**src/sbpr_pkg.sv**
```systemverilog
// Package: constants and types shared by both ends of the base register bank
package sbpr_pkg;
  // ----------------------------------------
  // Register map
  // ----------------------------------------
  localparam logic [3:0] ADDR_NODE_ROOT = 4'h0;
  localparam logic [3:0] ADDR_HOLD_GAP  = 4'h1;
  localparam logic [3:0] ADDR_BASE_LAST = 4'h7;
  localparam logic [3:0] ADDR_PAGE_REG  = 4'h7;
  // ----------------------------------------
  // Field positions (bit 7 is the leftmost printed bit 0)
  // ----------------------------------------
  localparam int NODE_ADDR_LSB  = 2;
  localparam int ROOT_BIT       = 1;
  localparam int CPS_BIT        = 0;
  localparam int HOLDOFF_BIT    = 7;
  localparam int LONG_RST_BIT   = 6;
  localparam int GAP_LSB        = 0;
  localparam int PAGE_LSB       = 5;
  // ----------------------------------------
  // Reset values and timing
  // ----------------------------------------
  localparam logic [5:0] GAP_RESET      = 6'h3F;
  localparam logic [5:0] NODE_ADDR_RST  = 6'h3F;
  localparam int         CLK_MHZ        = 50;
  localparam int         LONG_RESET_US  = 166;
  localparam int         LONG_RESET_CYC = LONG_RESET_US * CLK_MHZ;
  localparam logic [13:0] LONG_RESET_CNT = 14'(LONG_RESET_CYC);
  // ----------------------------------------
  // Host command state
  // ----------------------------------------
  typedef enum logic [2:0]
  {
    SBPR_H_IDLE = 3'b001,
    SBPR_H_WAIT = 3'b010,
    SBPR_H_DONE = 3'b100
  } sbpr_hstate_type;
endpackage

```
**src/sbpr_if.sv**
```systemverilog
// Interface: register access path between link controller and PHY register bank
interface sbpr_if;
  import sbpr_pkg::*;
  logic       req;
  logic       wr;
  logic [3:0] addr;
  logic [7:0] wdata;
  logic       ack;
  logic [7:0] rdata;
  logic       status_xfer;
  modport dev (input req, input wr, input addr, input wdata,
               output ack, output rdata, output status_xfer);
  modport host (output req, output wr, output addr, output wdata,
                input ack, input rdata, input status_xfer);
endinterface

```
**src/sbpr_device.sv**
```systemverilog
// Module: PHY base register bank, node address, root, holdoff, long reset and gap count
module sbpr_device
  import sbpr_pkg::*;
(
  // Clock and reset
  input  wire logic       clk_i,
  input  wire logic       resetn_i,
  // Register access from link
  sbpr_if.dev             bus,
  // Pins and physical layer events
  input  wire logic       cable_power_status_i,
  input  wire logic       bus_reset_i,
  input  wire logic       self_id_done_i,
  input  wire logic [5:0] self_id_addr_i,
  input  wire logic       became_root_i,
  input  wire logic       cfg_pkt_i,
  input  wire logic       cfg_holdoff_i,
  input  wire logic       cfg_gap_valid_i,
  input  wire logic [5:0] cfg_gap_i,
  input  wire logic       port_busy_i,
  input  wire logic [7:0] paged_rdata_i,
  // Outputs to physical layer
  output logic [5:0]      gap_count_o,
  output logic            root_holdoff_o,
  output logic            long_reset_active_o,
  output logic [2:0]      page_select_o
);
  import sbpr_pkg::*;

  typedef struct packed {
    logic [1:0]  cps_sync;
    logic [5:0]  node_address;
    logic        root;
    logic        root_holdoff;
    logic        long_reset_request;
    logic [5:0]  gap_count;
    logic        gap_written;
    logic        prior_reset_seen;
    logic        long_active;
    logic [13:0] long_cnt;
    logic [2:0]  page;
    logic        ack;
    logic [7:0]  rdata;
    logic        status_xfer;
  } sbpr_dev_type;

  sbpr_dev_type st_ff;
  sbpr_dev_type nxt_st;
  logic         reg_wr;
  logic         hold_gap_wr;
  logic         gap_upd;
  logic         any_bus_reset;

  // ----------------------------------------
  // Decode
  // ----------------------------------------
  assign reg_wr        = bus.req && bus.wr;
  assign hold_gap_wr   = reg_wr && (bus.addr == ADDR_HOLD_GAP);
  // Any gap update, by register or by configuration packet, restarts the idle-reset count
  assign gap_upd       = hold_gap_wr || (cfg_pkt_i && cfg_gap_valid_i);
  // The end of our own long reset counts as a bus reset for every side effect
  assign any_bus_reset = bus_reset_i || (st_ff.long_active && st_ff.long_cnt == 14'h0001);

  // ----------------------------------------
  // Next state
  // ----------------------------------------
  always_comb
  begin
    nxt_st = st_ff;
    // Cable power is a pin level; two flops keep a slow edge out of the read path
    nxt_st.cps_sync = {st_ff.cps_sync[0], cable_power_status_i};
    nxt_st.ack = 1'b0;
    nxt_st.status_xfer = 1'b0;
    // Self-ID result and unsolicited register 0 report
    if (self_id_done_i)
    begin
      nxt_st.node_address = self_id_addr_i;
      nxt_st.status_xfer  = 1'b1;
    end
    if (became_root_i)
    begin
      nxt_st.root = 1'b1;
    end
    // Register writes; address 0 is read-only so nothing lands there
    if (hold_gap_wr)
    begin
      nxt_st.root_holdoff       = bus.wdata[HOLDOFF_BIT];
      nxt_st.long_reset_request = bus.wdata[LONG_RST_BIT];
      nxt_st.gap_count          = bus.wdata[GAP_LSB +: 6];
      nxt_st.gap_written        = 1'b1;
    end
    if (reg_wr && bus.addr == ADDR_PAGE_REG)
    begin
      nxt_st.page = bus.wdata[PAGE_LSB +: 3];
    end
    // Configuration packet sent or received
    if (cfg_pkt_i)
    begin
      nxt_st.root_holdoff = cfg_holdoff_i;
      if (cfg_gap_valid_i)
      begin
        nxt_st.gap_count   = cfg_gap_i;
        nxt_st.gap_written = 1'b1;
      end
    end
    // Wait for traffic to finish, then drive a long reset
    if (st_ff.long_reset_request && !st_ff.long_active && !port_busy_i)
    begin
      nxt_st.long_active = 1'b1;
      nxt_st.long_cnt    = LONG_RESET_CNT;
    end
    if (st_ff.long_active)
    begin
      nxt_st.long_cnt = st_ff.long_cnt - 14'h0001;
      if (st_ff.long_cnt == 14'h0001)
      begin
        nxt_st.long_active = 1'b0;
      end
    end
    // Bus reset side effects; holdoff is left alone
    if (any_bus_reset)
    begin
      nxt_st.root               = 1'b0;
      // A write landing with the reset is kept: the set wins over the clear
      nxt_st.long_reset_request = hold_gap_wr && bus.wdata[LONG_RST_BIT];
      nxt_st.node_address       = NODE_ADDR_RST;
      nxt_st.gap_written        = gap_upd;
      nxt_st.prior_reset_seen   = 1'b1;
      // Second reset since the last gap update restores the default
      if (st_ff.prior_reset_seen && !st_ff.gap_written && !gap_upd)
      begin
        nxt_st.gap_count = GAP_RESET;
      end
    end
    // Read answer, one cycle after request
    // Reads have no side effects, so the host may re-read any register freely
    if (bus.req)
    begin
      nxt_st.ack   = 1'b1;
      nxt_st.rdata = 8'h00;
      case (bus.addr)
        ADDR_NODE_ROOT:
        begin
          nxt_st.rdata[NODE_ADDR_LSB +: 6] = st_ff.node_address;
          nxt_st.rdata[ROOT_BIT]           = st_ff.root;
          nxt_st.rdata[CPS_BIT]            = st_ff.cps_sync[1];
        end
        ADDR_HOLD_GAP:
        begin
          nxt_st.rdata[HOLDOFF_BIT]  = st_ff.root_holdoff;
          nxt_st.rdata[LONG_RST_BIT] = st_ff.long_reset_request;
          nxt_st.rdata[GAP_LSB +: 6] = st_ff.gap_count;
        end
        ADDR_PAGE_REG:
        begin
          nxt_st.rdata[PAGE_LSB +: 3] = st_ff.page;
        end
        default:
        begin
          if (bus.addr > ADDR_BASE_LAST)
          begin
            nxt_st.rdata = paged_rdata_i;
          end
        end
      endcase
    end
  end

  // ----------------------------------------
  // State register
  // ----------------------------------------
  always_ff @(posedge clk_i)
  begin
    if (!resetn_i)
    begin
      st_ff           <= '0;
      st_ff.gap_count <= GAP_RESET;
      st_ff.node_address <= NODE_ADDR_RST;
    end
    else
    begin
      st_ff <= nxt_st;
    end
  end

  assign bus.ack             = st_ff.ack;
  assign bus.rdata           = st_ff.rdata;
  assign bus.status_xfer     = st_ff.status_xfer;
  assign gap_count_o         = st_ff.gap_count;
  assign root_holdoff_o      = st_ff.root_holdoff;
  assign long_reset_active_o = st_ff.long_active;
  assign page_select_o       = st_ff.page;
endmodule

```
**src/flat_wrapper.sv**
```systemverilog
// flat-port wrapper written by rule: the top's interface ports become plain ports
module sbpr_device_flat import sbpr_pkg::*;
  (clk_i, resetn_i, cable_power_status_i, bus_reset_i, self_id_done_i, self_id_addr_i, became_root_i, cfg_pkt_i, cfg_holdoff_i, cfg_gap_valid_i, cfg_gap_i, port_busy_i, paged_rdata_i, gap_count_o, root_holdoff_o, long_reset_active_o, page_select_o, bus_req, bus_wr, bus_addr, bus_wdata, bus_ack, bus_rdata, bus_status_xfer);
  sbpr_if bus_i ();
  input  wire logic clk_i;
  input  wire logic resetn_i;
  input  wire logic cable_power_status_i;
  input  wire logic bus_reset_i;
  input  wire logic self_id_done_i;
  input  wire logic [5:0] self_id_addr_i;
  input  wire logic became_root_i;
  input  wire logic cfg_pkt_i;
  input  wire logic cfg_holdoff_i;
  input  wire logic cfg_gap_valid_i;
  input  wire logic [5:0] cfg_gap_i;
  input  wire logic port_busy_i;
  input  wire logic [7:0] paged_rdata_i;
  output logic [5:0] gap_count_o;
  output logic root_holdoff_o;
  output logic long_reset_active_o;
  output logic [2:0] page_select_o;
  input wire logic [$bits(bus_i.req)-1:0] bus_req;
  input wire logic [$bits(bus_i.wr)-1:0] bus_wr;
  input wire logic [$bits(bus_i.addr)-1:0] bus_addr;
  input wire logic [$bits(bus_i.wdata)-1:0] bus_wdata;
  output wire logic [$bits(bus_i.ack)-1:0] bus_ack;
  output wire logic [$bits(bus_i.rdata)-1:0] bus_rdata;
  output wire logic [$bits(bus_i.status_xfer)-1:0] bus_status_xfer;
  assign bus_i.req = bus_req;
  assign bus_i.wr = bus_wr;
  assign bus_i.addr = bus_addr;
  assign bus_i.wdata = bus_wdata;
  assign bus_ack = bus_i.ack;
  assign bus_rdata = bus_i.rdata;
  assign bus_status_xfer = bus_i.status_xfer;
  sbpr_device u_core (.clk_i(clk_i), .resetn_i(resetn_i), .bus(bus_i), .cable_power_status_i(cable_power_status_i), .bus_reset_i(bus_reset_i), .self_id_done_i(self_id_done_i), .self_id_addr_i(self_id_addr_i), .became_root_i(became_root_i), .cfg_pkt_i(cfg_pkt_i), .cfg_holdoff_i(cfg_holdoff_i), .cfg_gap_valid_i(cfg_gap_valid_i), .cfg_gap_i(cfg_gap_i), .port_busy_i(port_busy_i), .paged_rdata_i(paged_rdata_i), .gap_count_o(gap_count_o), .root_holdoff_o(root_holdoff_o), .long_reset_active_o(long_reset_active_o), .page_select_o(page_select_o));
endmodule
```
**config.mk**
```make
export PLATFORM = sky130hd
export DESIGN_NAME = sbpr_device_flat
export DESIGN_NICKNAME = d
export VERILOG_FILES = /design/src/sbpr_pkg.sv /design/src/sbpr_if.sv /design/src/sbpr_device.sv /design/src/flat_wrapper.sv
export SDC_FILE = /design/constraint.sdc
export NUM_CORES = 1
export LEC_CHECK = 0
export ABC_AREA = 0
export BUFFER_PORTS_ARGS = -buffer_cell sky130_fd_sc_hd__buf_2
export CORE_UTILIZATION = 40
export DETAILED_ROUTE_END_ITERATION = 16
export HOLD_SLACK_MARGIN = 0.05
export SETUP_SLACK_MARGIN = 0.5
export SLEW_MARGIN = 40
export SYNTH_ARGS = -nofsm -noshare
export SYNTH_HDL_FRONTEND = slang
export SYNTH_SLANG_ARGS = --single-unit
```
**constraint.sdc**
```tcl
create_clock -name clk_i -period 2.1 [get_ports clk_i]
set_input_delay 0.63 -clock clk_i [delete_from_list [all_inputs] [get_ports clk_i]]
set_output_delay 0.63 -clock clk_i [all_outputs]
set_load 0.005 [all_outputs]
```
==> results.md, run 1 <==
* Setup TNS at 0 ns
* Peak fanout along the critical path at 6
* Slowest-stage cell, CP: or4_4
* Clock buffer depth at 2
* Root buffer cell: clkbuf_8
* Final cycle utilization of the critical path at 0.8106
* Layout cells sized above 1 at 0.3714
* Drt wl/cell at 14.63 µm
* Cell count after synthesis at 258
* Nets at 360
* # rows at 27
* P_leak at 1.238 nW
* Worst-path cell chain: or4_4 -> or4_4 -> nand4_1 -> o31ai_2
* Synth Register Bits at 47
* Number of remaining DRC errors at 0
* Routability Congestion at 0.7932
* Pwr dens at 609.2 nW/µm²
* Slew @ Worst Pin at 0.3828 ns
* Final Util at 0.5199
* Critical path's top delay family: simple AND/OR/NAND/NOR gates
* Post-synth top flop: dfxtp_1
* Status: finished clean
* Max_slew headroom at 0.7428
* # fillers at 534
* Ports at 65
* Worst EP required at 2.29 ns
* 1st-iter DRT viols at 120
* Cell variety after synth at 50
* Most frequent cells in the layout: buf_2, nand2_1, dfxtp_1
* Number of global-route vias before repair at 1953
* Starting density of the core at 0.4138
* TritonCTS clock tree: yes
* Vias per cell at 5.313
* GR Overflow Total at 0
* IO Port Bufs at 64
* Endpoint, Worst Hold: u_core.st_ff[46]$_SDFF_PN0_
* CP Capture Type: register
* Number of synthesized flops with an enable pin at 0
* Worst Hold Depth at 1
* Die area at 6002 µm²
* Asr flop ratio synth at 0
* Final setup viols at 0
* Drt first pass iters at 4
* Main combinational cell family by area after synthesis: simple AND/OR/NAND/NOR gates
* Worst EP arrival at 1.89 ns
* Most common cell after layout, fill and taps aside: buf_2
* Crit path kind: reg -> reg
* Post-synthesis cell area at 2278 µm²
* Clock period minus worst slack at 1.702 ns
* Unrepaired setup endpoints after global routing: yes
* Worst-path clk slew at 0.08 ns
* Core Region at 5507 µm²
* Post-synthesis mux area share at 0.06370
* Mean Syn Cell Area at 8.831 µm²
* CP peak stage delay at 0.56 ns
* Reg2Reg Setup Slack at 0.40 ns
* XOR/XNOR Fraction of Synth Area at 0.007688
* Compound-Gate Fraction of Synth Area at 0.1296
* CTS Buf Count at 5
* Layout overhead on the synthesized area at 25.65%
* CTS Hold Bufs at 0
* Peak Freq at 587.5 MHz
* Antenna cells at 0
* First-pass GRT wire length at 9480 µm
* Simple-Gate Fraction of Synth Area at 0.2823
* Most frequent cell on the critical path: or4_4
* Clk_lat worst skew at 0.30 ns
* Hold crit path type: reg -> reg
* Die height at 77.47 µm
* Critical R2R Launch: u_core.st_ff[17]$_SDFFE_PN0P_
* Clock tree sinks at 47
* Post-synthesis adder-cell area fraction at 0.01098
* Synth Net Count at 304
* Peak VDD IR at 0.2547 mV
* Die Width at 77.47 µm
* DP Wirelength at 4025 µm
* Endpoints failing hold at 0
* Vias at 2056
* Critical path buffers and inverters at 0
* Synth Warn # at 0
* Seq/Total Area, Yosys at 0.4130
* R2r endpoint: u_core.st_ff[25]$_SDFFE_PN0P_
* Gr usage total at 0.2004
* ANT nets after route at 0
* Setup Skew at 0.006504 ns
* Largest net degree at the start of global routing at 22
* Min-delay src: u_core.nxt_st[46]$_SDFF_PN0_
* Htree depth at 2
* Final wirelength at 5663 µm
* Max-cap viol count at 0
* Initial antenna violation count at 0
* CP Launch Type: register
* Worst r2r path cells at 4
* Max-slew violations at 0
==> metal layers <==
layer | global-route usage | part of all wire | vias up
met4 | 0.06415 | 0.013 | 0
met5 | 0 | 0 | -
met1 | 0.2431 | 0.44 | 974
met3 | 0.04000 | 0.046 | 7
met2 | 0.3522 | 0.50 | 55
li1 | - | - | 1020
==> area by class of cell <==
class	instances	area (µm²)	area share
multi-input cells	173	1241	0.4336
flip-flops and latches	47	957.2	0.3344
repair buffers	81	451.7	0.1578
clock buffers	8	100.1	0.03496
well taps	72	90.09	0.03147
inverters	6	22.52	0.007867
==> cells in the mapped netlist (3+ instances only) <==
library cell | n | share of area
nor4b_1 | 3 | 0.012
a41oi_1 | 5 | 0.019
o21ai_0 | 9 | 0.020
mux2_1 | 3 | 0.015
o2111ai_1 | 3 | 0.012
nor2_1 | 12 | 0.020
nor3_1 | 7 | 0.015
nand4_1 | 3 | 0.0082
nand2_1 | 42 | 0.069
nand4b_1 | 6 | 0.023
and2_1 | 7 | 0.019
nor4_1 | 3 | 0.0082
buf_4 | 18 | 0.059
and3_1 | 3 | 0.0082
dfxtp_1 | 47 | 0.41
clkbuf_1 | 12 | 0.020
o211a_1 | 3 | 0.013
inv_1 | 6 | 0.0099
a22oi_1 | 3 | 0.0099
or4_4 | 3 | 0.015
mux2i_1 | 10 | 0.044
nand3_1 | 14 | 0.031
==> per-stage QoR <==
step	setup slack (ns)	area (µm²)	hold WS (ns)	std cells	total power, mW
final	0.3978	2863	0.4378	387	1.744
after global routing	0.3118	2863	0.4699	387	1.836
after CTS	0.3898	2784	0.4382	384	1.765
after detailed placement	0.1736	2609	0.4177	371	1.171
after global placement	0.2251	2609	0.4147	371	1.170
after floorplan	0.4509	2326	0.4119	258	1.097
==> state kept, by name (all words and copies together), names as in the netlist <==
name / cells
u_core.bus.ack: 1
u_core.bus.rdata: 8
u_core.bus.status_xfer: 1
u_core.gap_count_o: 6
u_core.long_reset_active_o: 1
u_core.nxt_st: 1
u_core.page_select_o: 3
u_core.root_holdoff_o: 1
u_core.st_ff: 25
==> repair_timing <==
action	CTS	global route
resized for setup	11	13
setup buffers	5	3
pin swaps	4	3
endpoints found under the setup margin	7	26
==> worst max-delay path by stage <==
stage | startpoint | to | depth (start not counted)
CTS | u_core.st_ff[17]$_SDFFE_PN0P_ | u_core.st_ff[25]$_SDFFE_PN0P_ | 4
detailed placement | bus_addr[1] | u_core.st_ff[36]$_SDFFE_PN0P_ | 5
floorplan | u_core.st_ff[20]$_SDFFE_PN0P_ | u_core.st_ff[25]$_SDFFE_PN0P_ | 4
finish | u_core.st_ff[17]$_SDFFE_PN0P_ | u_core.st_ff[25]$_SDFFE_PN0P_ | 4
global route | u_core.st_ff[16]$_SDFFE_PN0P_ | u_core.st_ff[36]$_SDFFE_PN0P_ | 5
global placement | bus_addr[1] | u_core.st_ff[36]$_SDFFE_PN0P_ | 5
==> kinds of logic after synthesis <==
group,count (synthesis)
buffers and inverters,38
xor gates and xnor gates,2
AOI/OAI and AO/OA,38
DFF,47
muxes,14
and+or+nand+nor,117
adders and majority gates,2
==> power breakdown <==
part / switching (mW) / total [mW] / internal, mW
clock: 0.294 / 0.595 / 0.301
sequential: 0.0231 / 0.947 / 0.924
combinational: 0.101 / 0.203 / 0.102
No activity file was read; power rests on OpenSTA's default activity.
==> run 2: changes to the inputs <==
Settings changed: PLACE_DENSITY from default to 0.67.
Clock period 2.1 ns to 1.4 ns, I/O delays scaled along.
==> run 2 against run 1 <==
- the run now ends with negative setup slack left
- routed wire length up 35%
- utilization increased by 17 points
- worst setup slack got worse by 0.69 ns
- final area up 33%
- register-to-register slack lost 0.69 ns
- via count rose by 17%
- sequential share of layout area down 7.7 points
- non-clock buffer count increased by 54
- largest cell class unchanged
- critical path type unchanged
- first-iteration DRC count fell by 23%
- critical endpoint unchanged
- largest power group unchanged
- clock-buffer cell count fell by 2
- clock power grew 75%
==> results.md, run 2 (synthesized netlist as in run 1, its figures left out) <==
* Routability Congestion at 0.8471
* Largest net degree at the start of global routing at 15
* CP peak stage delay at 0.56 ns
* Worst-path cell chain: or4_4 -> or4_4 -> nand4_1 -> o31ai_2
* Die height at 77.47 µm
* Max-slew violations at 0
* Sw frac at 0.2452
* Initial antenna violation count at 0
* Sequential Area at 977.2 µm²
* Setup Slack @ Placement at -0.2584 ns
* First-pass GRT wire length at 11190 µm
* Worst-path clk slew at 0.09 ns
* Most frequent cell on the critical path: or4_4
* Setup Skew at 0.005964 ns
* Reg2Reg Setup Slack at -0.30 ns
* Drt wl/cell at 17.26 µm
* Unrepaired setup endpoints after global routing: yes
* # fillers at 398
* Peak VDD IR at 0.5304 mV
* Most frequent cells in the layout: buf_2, buf_4, nand2_1, buf_6, dfxtp_2
* Die Width at 77.47 µm
* Peak Freq at 589.7 MHz
* Clock Power Share at 0.350
* Final Util at 0.6892
* Multi-input combinational cell area at 1555 µm²
* Largest reg by FF count: u_core.st_ff
* Antenna cells at 0
* Number of remaining DRC errors at 0
* Share of total power in combinational logic at 0.167
* Starting density of the core at 0.4138
* Worst EP arrival at 1.89 ns
* P_leak at 1.659 nW
* Sequential power share at 0.483
* Nets at 415
* DP Wirelength at 4646 µm
* Vias per cell at 5.441
* Worst Hold Depth at 2
* Final cycle utilization of the critical path at 1.211
* Max_slew headroom at 0.7549
* 1st-iter DRT viols at 92
* Cell-internal power at 2.235 mW
* CP Launch Type: register
* Setup ws final at -0.2958 ns
* Endpoints failing hold at 0
* Worst r2r path cells at 4
* Finished Layout Cells at 442
* Vias at 2405
* GR Overflow Total at 0
* Gr usage total at 0.2383
* Hold crit path type: in -> reg
* Clock period minus worst slack at 1.696 ns
* Max FFs per register at 25
* IO Port Bufs at 64
* Clock buffer depth at 2
* Status: finished, violations left
* Root buffer cell: clkbuf_8
* Max-cap viol count at 0
* Most common cell after layout, fill and taps aside: buf_2
* Clk_lat worst skew at 0.30 ns
* Number of global-route vias before repair at 2276
* Htree depth at 2
* Pwr dens at 780.2 nW/µm²
* CTS Buf Count at 5
* Sw Pwr at 0.7261 mW
* Slew @ Worst Pin at 0.3661 ns
* Peak fanout along the critical path at 3
* Drt first pass iters at 4
* Die area at 6002 µm²
* Layout cells sized above 1 at 0.6405
* Layout overhead on the synthesized area at 66.56%
* # rows at 27
* Core Region at 5507 µm²
* Clock tree sinks at 47
* Crit path kind: reg -> reg
* Final setup viols at 27
* Slowest-stage cell, CP: or4_4
* CP Capture Type: register
* Hold_ws at 0.3275 ns
* Placed cells at 405
* ANT nets after route at 0
* Violated checks: negative setup slack
* Ports at 65
* Worst EP required at 1.59 ns
* Final wirelength at 7628 µm
* TritonCTS clock tree: yes
run 2: path summary, 6_finish.rpt:
check,from,endpoint
setup / recovery,u_core.st_ff[19]$_SDFFE_PN0P_,u_core.st_ff[25]$_SDFFE_PN0P_
hold / removal,cable_power_status_i,u_core.nxt_st[46]$_SDFF_PN0_
setup reg to reg,u_core.st_ff[19]$_SDFFE_PN0P_,u_core.st_ff[25]$_SDFFE_PN0P_
hold reg to reg,u_core.nxt_st[46]$_SDFF_PN0_,u_core.st_ff[46]$_SDFF_PN0_
run 2: what timing repair did:
item | CTS | global route
gates cloned | 1 | 0
setup buffers | 21 | 7
endpoints found under the setup margin | 64 | 64
resized for setup | 74 | 51
hold buffers | 0 | 0
pin swaps | 18 | 23
endpoints found under the hold margin | 0 | 0
run 2: cell type report:
type,count,share of cell area
well taps,72,0.02374
clock inverters,2,0.009232
clock buffers,6,0.02176
multi-input cells,174,0.4098
repair buffers,135,0.2707
inverters,6,0.007254
flip-flops and latches,47,0.2575
run 2: through the flow:
step,TNS [ns],total power [mW],cell area (µm²)
floorplan,-1.687,1.668,2480
global placement,-4.932,1.798,2947
detailed placement,-5.583,1.804,2947
CTS,-3.378,2.940,3505
global route,-5.905,3.085,3795
finish,-3.996,2.961,3795
run 2: power by group through the flow:
| stage | sequential [mW] | combinational (mW) | clock, mW |
|---|---|---|---|
| detailed placement | 1.46 | 0.347 | 0 |
| CTS | 1.43 | 0.455 | 1.06 |
| global placement | 1.46 | 0.341 | 0 |
| finish | 1.43 | 0.495 | 1.04 |
| global route | 1.43 | 0.530 | 1.12 |
| floorplan | 1.45 | 0.220 | 0 |
run 2: critical path: cells and delay by family, from the launching register on:
family | cells | cell delay [ns]
simple gates | 3 | 1.20
flops | 1 | 0.33
compound gates | 1 | 0.07
run 2: layer usage:
metal  part of all wire  wire length [µm]  track usage  up-vias
met2               0.52              3940       0.4177       87
li1                   -                 -            -     1136
met1               0.42              3196       0.2993     1170
met3              0.050               378      0.05529       12
met4              0.015               113      0.03962        0
met5                  0                 0            0        -
